`src/rtl/lsu_params.svh`:
```
`ifndef LSU_PARAMS_SVH
`define LSU_PARAMS_SVH
`define OPC_HI 31
`define OPC_LO 26
`define BASE_HI 25
`define BASE_LO 21
`define TGT_HI 20
`define TGT_LO 16
`define OFS_HI 15
`define OFS_LO 0
`define OPC_LOAD_BYTE_SIGNED 6'h20
`define OPC_LOAD_HALF_SIGNED 6'h21
`define OPC_LOAD_WORD_SEXT 6'h23
`define OPC_LOAD_BYTE_ZERO_EXT 6'h24
`define OPC_LOAD_HALF_ZERO_EXT 6'h25
`define OPC_LOAD_DOUBLE 6'h37
`define OPC_STORE_BYTE 6'h28
`define OPC_STORE_HALF 6'h29
`define OPC_STORE_WORD 6'h2b
`define OPC_STORE_DOUBLE 6'h3f
`define DELAY_SLOT_CYCLES 1
`endif

```
`src/rtl/lsu_pkg.sv`:
```
package lsu_pkg;
  typedef enum logic [2:0] {
    SZ_BYTE = 3'h0, SZ_HALF = 3'h1, SZ_TRIPLE = 3'h2, SZ_WORD = 3'h3,
    SZ_FIVE = 3'h4, SZ_SIX = 3'h5, SZ_SEVEN = 3'h6, SZ_DOUBLE = 3'h7
  } size_t;
  typedef enum logic [1:0] {
    ST_RUN = 2'h0, ST_STALL = 2'h1
  } stall_state_t;
  typedef struct packed {
    logic valid;
    logic [31:0] instr;
    logic [63:0] base;
  } issue_t;
  typedef struct packed {
    logic valid;
    logic is_load;
    logic [63:0] addr;
    logic [7:0] lanes;
    logic addr_err;
  } access_t;
endpackage

```
`src/rtl/load_store_byte_lane_unit.sv`:
```
`timescale 1ns/1ps
`include "lsu_params.svh"
// Function
// - address is base plus sign-extended 16-bit offset only.
// - instruction reading a just-loaded register other than register 0 is stalled by interlock.
// - delay penalty is one cycle after load and one after store.
// - cache access right after a store is held by interlock.
// - opcode fixes 3-bit size code, byte 0 up to doubleword 7.
// - effective address names the lowest-order byte of the field.
// - byte lanes follow size and address bits 2..0 for common sizes.
// - odd sizes use their listed lane positions only.
// - any unlisted size and address pairing raises address error.
// - unsigned byte load is zero-extended.
// - signed halfword load is sign-extended.
// - instruction is 32 bits; op, base, target, offset fields fixed.
// - word load in 64-bit mode is sign-extended to 64 bits.
module load_store_byte_lane_unit #(
  parameter int XLEN = 64
) (
  input wire logic clock_i,
  input wire logic nrst_i,
  input wire lsu_pkg::issue_t issue_i,
  input wire logic [4:0] src_a_i,
  input wire logic [4:0] src_b_i,
  input wire logic mode64_i,
  input wire logic [63:0] cache_rdata_i,
  output lsu_pkg::access_t access_o,
  output logic [63:0] load_data_o,
  output logic [4:0] load_reg_o,
  output logic load_we_o,
  output logic stall_o
);

////////////////////////////////////////////////////////////////////////////
  logic rst_s1_r, rst_s2_r;
  always_ff @(posedge clock_i or negedge nrst_i) begin
    if (!nrst_i) begin
      rst_s1_r <= 1'b0;
      rst_s2_r <= 1'b0;
    end else begin
      rst_s1_r <= 1'b1;
      rst_s2_r <= rst_s1_r;
    end
  end
  wire rst_n = rst_s2_r;

////////////////////////////////////////////////////////////////////////////
  // decode
  logic [5:0] opc;
  logic [4:0] tgt;
  logic [63:0] ofs_sx;
  logic [63:0] ea;
  logic is_load, is_store, is_signed, known;
  lsu_pkg::size_t size;
  assign opc = issue_i.instr[`OPC_HI:`OPC_LO];
  assign tgt = issue_i.instr[`TGT_HI:`TGT_LO];
  assign ofs_sx = {{48{issue_i.instr[`OFS_HI]}},
                   issue_i.instr[`OFS_HI:`OFS_LO]};
  assign ea = issue_i.base + ofs_sx;

  always_comb begin
    is_load = 1'b1;
    is_store = 1'b0;
    is_signed = 1'b0;
    known = 1'b1;
    size = lsu_pkg::SZ_BYTE;
    case (opc)
      `OPC_LOAD_BYTE_SIGNED: is_signed = 1'b1;
      `OPC_LOAD_BYTE_ZERO_EXT: is_signed = 1'b0;
      `OPC_LOAD_HALF_SIGNED: begin
        size = lsu_pkg::SZ_HALF;
        is_signed = 1'b1;
      end
      `OPC_LOAD_HALF_ZERO_EXT: size = lsu_pkg::SZ_HALF;
      `OPC_LOAD_WORD_SEXT: begin
        size = lsu_pkg::SZ_WORD;
        is_signed = 1'b1;
      end
      `OPC_LOAD_DOUBLE: size = lsu_pkg::SZ_DOUBLE;
      `OPC_STORE_BYTE: begin
        is_load = 1'b0;
        is_store = 1'b1;
      end
      `OPC_STORE_HALF: begin
        is_load = 1'b0;
        is_store = 1'b1;
        size = lsu_pkg::SZ_HALF;
      end
      `OPC_STORE_WORD: begin
        is_load = 1'b0;
        is_store = 1'b1;
        size = lsu_pkg::SZ_WORD;
      end
      `OPC_STORE_DOUBLE: begin
        is_load = 1'b0;
        is_store = 1'b1;
        size = lsu_pkg::SZ_DOUBLE;
      end
      default: begin
        is_load = 1'b0;
        known = 1'b0;
      end
    endcase
  end

////////////////////////////////////////////////////////////////////////////
  // lane map; lane ea[2:0] is the addressed low-order byte
  logic [7:0] lanes;
  logic legal;
  logic [2:0] a;
  assign a = ea[2:0];
  always_comb begin
    legal = 1'b1;
    lanes = 8'h00;
    case (size)
      lsu_pkg::SZ_BYTE: lanes = 8'h01 << a;
      lsu_pkg::SZ_HALF: begin
        legal = ~a[0];
        lanes = 8'h03 << a;
      end
      lsu_pkg::SZ_TRIPLE: begin
        legal = ~a[1];
        lanes = 8'h07 << a;
      end
      lsu_pkg::SZ_WORD: begin
        legal = (a[1:0] == 2'h0);
        lanes = 8'h0f << a;
      end
      lsu_pkg::SZ_FIVE: begin
        legal = (a == 3'h0) || (a == 3'h3);
        lanes = 8'h1f << a;
      end
      lsu_pkg::SZ_SIX: begin
        legal = (a == 3'h0) || (a == 3'h2);
        lanes = 8'h3f << a;
      end
      lsu_pkg::SZ_SEVEN: begin
        legal = (a == 3'h0) || (a == 3'h1);
        lanes = 8'h7f << a;
      end
      default: begin
        legal = (a == 3'h0);
        lanes = 8'hff;
      end
    endcase
    if (!legal) lanes = 8'h00;
  end

////////////////////////////////////////////////////////////////////////////
  // interlock: a load whose nonzero target is read next, or a cache user after a store
  logic prev_load_r, prev_store_r;
  logic [4:0] prev_tgt_r;
  logic hazard;
  lsu_pkg::stall_state_t st_r;
  assign hazard = issue_i.valid && st_r == lsu_pkg::ST_RUN && (
    (prev_load_r && prev_tgt_r != 5'h00 &&
     (src_a_i == prev_tgt_r || src_b_i == prev_tgt_r)) ||
    (prev_store_r && (is_load || is_store)));

  always_ff @(posedge clock_i or negedge rst_n) begin
    if (!rst_n) begin
      st_r <= lsu_pkg::ST_RUN;
      stall_o <= 1'b0;
    end else begin
      // exactly one held cycle per hazard
      case (st_r)
        lsu_pkg::ST_RUN: st_r <= hazard ? lsu_pkg::ST_STALL : lsu_pkg::ST_RUN;
        lsu_pkg::ST_STALL: st_r <= lsu_pkg::ST_RUN;
        default: st_r <= lsu_pkg::ST_RUN;
      endcase
      stall_o <= hazard;
    end
  end

  always_ff @(posedge clock_i or negedge rst_n) begin
    if (!rst_n) begin
      prev_load_r <= 1'b0;
      prev_store_r <= 1'b0;
      prev_tgt_r <= 5'h00;
    end else if (!hazard) begin
      prev_load_r <= issue_i.valid && is_load && legal;
      prev_store_r <= issue_i.valid && is_store && legal;
      prev_tgt_r <= tgt;
    end else begin
      prev_load_r <= 1'b0;
      prev_store_r <= 1'b0;
    end
  end

////////////////////////////////////////////////////////////////////////////
  // access issue to the cache
  always_ff @(posedge clock_i or negedge rst_n) begin
    if (!rst_n) begin
      access_o <= '0;
    end else begin
      access_o.valid <= issue_i.valid && known && !hazard && legal;
      access_o.is_load <= is_load;
      access_o.addr <= ea;
      access_o.lanes <= lanes;
      access_o.addr_err <= issue_i.valid && known && !hazard
                           && !legal;
    end
  end

////////////////////////////////////////////////////////////////////////////
  // load return: data arrives one cycle after the access is issued
  logic ld_pend_r, ld_sgn_r, ld_m64_r;
  logic [2:0] ld_sz_r, ld_a_r;
  logic [4:0] ld_tgt_r;
  logic [63:0] shifted, ext;
  assign shifted = cache_rdata_i >> {ld_a_r, 3'h0};
  always_comb begin
    ext = shifted;
    case (ld_sz_r)
      3'h0: ext = {{56{ld_sgn_r & shifted[7]}}, shifted[7:0]};
      3'h1: ext = {{48{ld_sgn_r & shifted[15]}}, shifted[15:0]};
      3'h3: ext = {{32{ld_sgn_r & shifted[31]}}, shifted[31:0]};
      default: ext = shifted;
    endcase
    if (!ld_m64_r) ext[63:32] = {32{ext[31]}};
  end

  always_ff @(posedge clock_i or negedge rst_n) begin
    if (!rst_n) begin
      ld_pend_r <= 1'b0;
      ld_sgn_r <= 1'b0;
      ld_m64_r <= 1'b0;
      ld_sz_r <= 3'h0;
      ld_a_r <= 3'h0;
      ld_tgt_r <= 5'h00;
      load_we_o <= 1'b0;
      load_reg_o <= 5'h00;
      load_data_o <= 64'h0;
    end else begin
      ld_pend_r <= issue_i.valid && is_load && legal && !hazard;
      ld_sgn_r <= is_signed;
      ld_m64_r <= mode64_i;
      ld_sz_r <= size;
      ld_a_r <= a;
      ld_tgt_r <= tgt;
      load_we_o <= ld_pend_r;
      load_reg_o <= ld_tgt_r;
      load_data_o <= ext;
    end
  end

endmodule

```
`config.mk`:
```
export PLATFORM = sky130hd
export DESIGN_NAME = load_store_byte_lane_unit
export DESIGN_NICKNAME = d
export VERILOG_FILES = /design/src/rtl/lsu_pkg.sv /design/src/rtl/load_store_byte_lane_unit.sv
export VERILOG_INCLUDE_DIRS = /design/src /design/src/rtl
export SDC_FILE = /design/constraint.sdc
export NUM_CORES = 1
export LEC_CHECK = 0
export BUFFER_PORTS_ARGS = -buffer_cell sky130_fd_sc_hd__buf_2
export CORE_UTILIZATION = 57
export DETAILED_ROUTE_END_ITERATION = 6
export PLACE_DENSITY_LB_ADDON = 0.2
export SYNTH_ARGS = -nofsm -noshare
export SYNTH_HDL_FRONTEND = slang
export SYNTH_SLANG_ARGS = --single-unit
```
`constraint.sdc`:
```
create_clock -name clock_i -period 13.1 [get_ports clock_i]
set_input_delay 0.655 -clock clock_i [delete_from_list [all_inputs] [get_ports clock_i]]
set_output_delay 0.655 -clock clock_i [all_outputs]
set_load 0.005 [all_outputs]
```
==> results.yml <==
clock_tree:
  htree_levels: 4
  numCtsBuffers: 17
  cts_sinks: 166
  clk_latency_ns: 0.43
  path_clk_slew_ns: 0.07
  cts_setup_buffers: 0
  cts_tree: "done"
  max-clock-path-buffers: 2
  clockRootBuffer: "clkbuf_16"
  cts-resized-gates: 0
die:
  die_w_um: 138
  die_area_um2: 19100
  io_pins: 320
  core_area_um2: 18000
  start_util_pct: 58.5
  die_h_um: 138
  rows: 49
power:
  finalPower_mw: 1.58
  power.density_nw_per_um2: 123
  pwr-share-seq_pct: 38.3
  ir_worst_vdd_mv: 0.0954
  clkPwrFrac_pct: 31.2
  switching_share_pct: 34.0
  pwr-share-comb_pct: 30.5
  p_leak_nw: 6.37
  internal-power_mw: 1.04
  p_sw_uw: 537
worst_setup_path:
  required_ns: 13.44
  worstSetupStartpointType: "flop"
  cp-end-kind: "flop"
  crit_type: "flop to flop"
  arrival_ns: 3.98
  crit_fanout: 84
placed_design:
  portBuffers: 314
  dp_slack_ns: 9.11
  place_inst: 1623
  hpwl_mm: 21.8
  gp_congestion: 0.898
  placed_area_um2: 12300
timing:
  maxSlewViolCount: 0
  max_freq_mhz: 275
  worst_pin_slew_ns: 1.15
  setup_violations: 0
  hold_violations: 0
  rsz0062_at_grt: "no"
  setup_slack_ns: 9.46
  setup-tns-final_ns: 0
  slew_headroom_pct: 22.7
  min_period_over_period_pct: 27.8
  hold_ws_ns: 0.310
  min_period_ns: 3.64
  finalClockSkew_ns: 0.0135
synthesis:
  synthesis.area_um2: 10600
  syn_inst: 1119
  synth.most_common_cell: "dfrtp_1"
  yosysTopAreaCellShare_pct: 39.4
  yosysSeqAreaShare_pct: 39.4
  synthTopCellsByCount: "dfrtp_1 (166), a21oi_1 (137), nand2_1 (117)"
  synth-seq-cells: 166
  synth_ff_type: "dfrtp_1"
  yosysWarnings: 0
  synth_cell_types: 82
  async_flop_share_pct: 100
  synth_nets: 1357
  syn_avg_cell_area_um2: 9.43
  synth_area_leaders: "dfrtp_1 (39%), ha_1 (7.5%), a21oi_1 (6.5%), nand2_1 (4.2%), xnor2_1 (3.6%)"
  synth-edff-count: 0
  yosysTopAreaCell: "dfrtp_1"
job:
  drv_cap: 0
outcome:
  status: "finished clean"
grt:
  grtUsageMet3_pct: 7.14
  use_met2_pct: 49.2
  track_usage_pct: 31.1
  grt_use_met1_pct: 40.6
  grt_max_degree: 85
  overflow: 0
  grt_pass1_vias: 9292
  grt_antenna_before_repair: 4
  grt-busiest-layer: "met2"
  grt_first_pass_wirelength_mm: 47.3
route:
  viasPerCell: 5.83
  route.antenna.remaining_nets: 0
  route.detailed.drc: 0
  drt_wl_total_mm: 29.6
  dr.first_iter.drc_count: 651
  post_drt_wl_per_cell_um: 17.8
  dr.pass1.iters: 5
  vias: 9665
final_layout:
  layoutNonFillerInstCount: 1659
  finalInstanceArea_um2: 12800
  area_delta_synth_final_pct: 21.7
  multi_input_area_um2: 6060
  final_util_pct: 71.3
  filler_cell_count: 1437
  fin_nets: 1652
  drive_gt1_share_pct: 29.6
  ff_latch_area_um2: 4160
hold_path:
  hold_path.class: "flop to asynchronous set/reset pin"
-- cell type report --
| cell class | instances | area share (%) |
|---|---|---|
| antenna | 3 | 0.0584 |
| clock buffer | 17 | 3.31 |
| clock inverter | 15 | 1.17 |
| inverter | 27 | 0.789 |
| multi-input combinational | 878 | 47.2 |
| sequential | 166 | 32.4 |
| tap | 229 | 2.23 |
| timing repair buffer | 324 | 12.8 |
-- logic make-up after synthesis --
logic type | synth area share (%)
AO/OA/AOI/OAI | 21.7
XOR/XNOR | 6.06
adder cells (fa/ha/maj) | 7.66
buffers and inverters | 3.17
flip-flops | 39.4
multiplexers | 7.62
other | 0.0355
AND/OR/NAND/NOR | 14.4
-- power groups by stage --
stage / combinational [mW] / clock, mW / sequential [mW]
6_report: 0.481 / 0.493 / 0.604
5_1_grt: 0.526 / 0.524 / 0.609
4_1_cts: 0.478 / 0.501 / 0.604
3_5_place_dp: 0.472 / 0 / 0.612
3_3_place_gp: 0.468 / 0 / 0.611
2_1_floorplan: 0.286 / 0 / 0.627
-- metal layers --
metal	wire, um	vias up
met2	13800	447
met4	1140	2
met5	13	-
li1	-	4666
met1	12400	4470
met3	2340	80
-- final timing paths --
check	from	end	slack, ns	cells after the start
worst max-delay path	ld_a_r[0]	load_data_o[59]	9.46	10
worst min-delay path	rst_n	ld_tgt_r[1]	0.31	0
worst max register to register	ld_a_r[0]	load_data_o[59]	9.46	10
worst min register to register	rst_n	ld_tgt_r[1]	0.31	0
max in group asynchronous	rst_n	access_o[6]	10.84	2
min in group clock_i	mode64_i	ld_m64_r	0.34	1
-- layout by cell type (no fill, tap or decap), types with 4 or more instances in the layout --
| cell | count |
|---|---|
| clkbuf_16 | 17 |
| a21oi_1 | 137 |
| buf_2 | 314 |
| o21a_1 | 7 |
| mux2i_1 | 32 |
| a211oi_1 | 17 |
| a221oi_1 | 4 |
| nor2b_1 | 17 |
| or3_1 | 6 |
| nor2_1 | 77 |
| inv_1 | 25 |
| mux2_2 | 19 |
| xnor2_1 | 43 |
| nand2b_1 | 11 |
| inv_8 | 5 |
| and3_1 | 9 |
| nand4_1 | 14 |
| a31oi_1 | 8 |
| nor3_1 | 17 |
| o21bai_1 | 5 |
| inv_6 | 5 |
| o31a_1 | 4 |
| ha_1 | 63 |
| buf_4 | 9 |
| a21o_1 | 41 |
| xor2_1 | 30 |
| nand2_1 | 117 |
| o21ai_1 | 8 |
| o21ai_0 | 75 |
| and2_1 | 4 |
| dfrtp_1 | 163 |
| nand3_1 | 18 |
| a22oi_1 | 8 |
| mux4_2 | 12 |
-- registers in the layout (all words and copies together) (netlist names) --
name and flops:
rst_s1_r 1, prev_store_r 1, ld_tgt_r 5, prev_tgt_r 5
access_o 73, load_reg_o 5, ld_sz_r 3, rst_n 1
ld_sgn_r 1, load_data_o 64, stall_o 1, ld_a_r 2
st_r 1, ld_pend_r 1, load_we_o 1, ld_m64_r 1
-- timing repair --
item | in CTS | in global routing
endpoints found under the setup margin | 0 | 0
endpoints found under the hold margin | 2 | 0
hold buffers | 1 | 0
-- critical path, cell delays in order, from the launching register on --
cell	delay, ns
dfrtp_2	0.34
buf_4	0.72
nor2b_1	0.74
nand2_1	0.10
o21ai_0	0.20
a21oi_1	0.15
nand2_1	0.10
o2111ai_1	0.12
buf_4	0.22
o211a_1	0.51
a21oi_1	0.33
No activity file was read; power rests on OpenSTA's default activity.
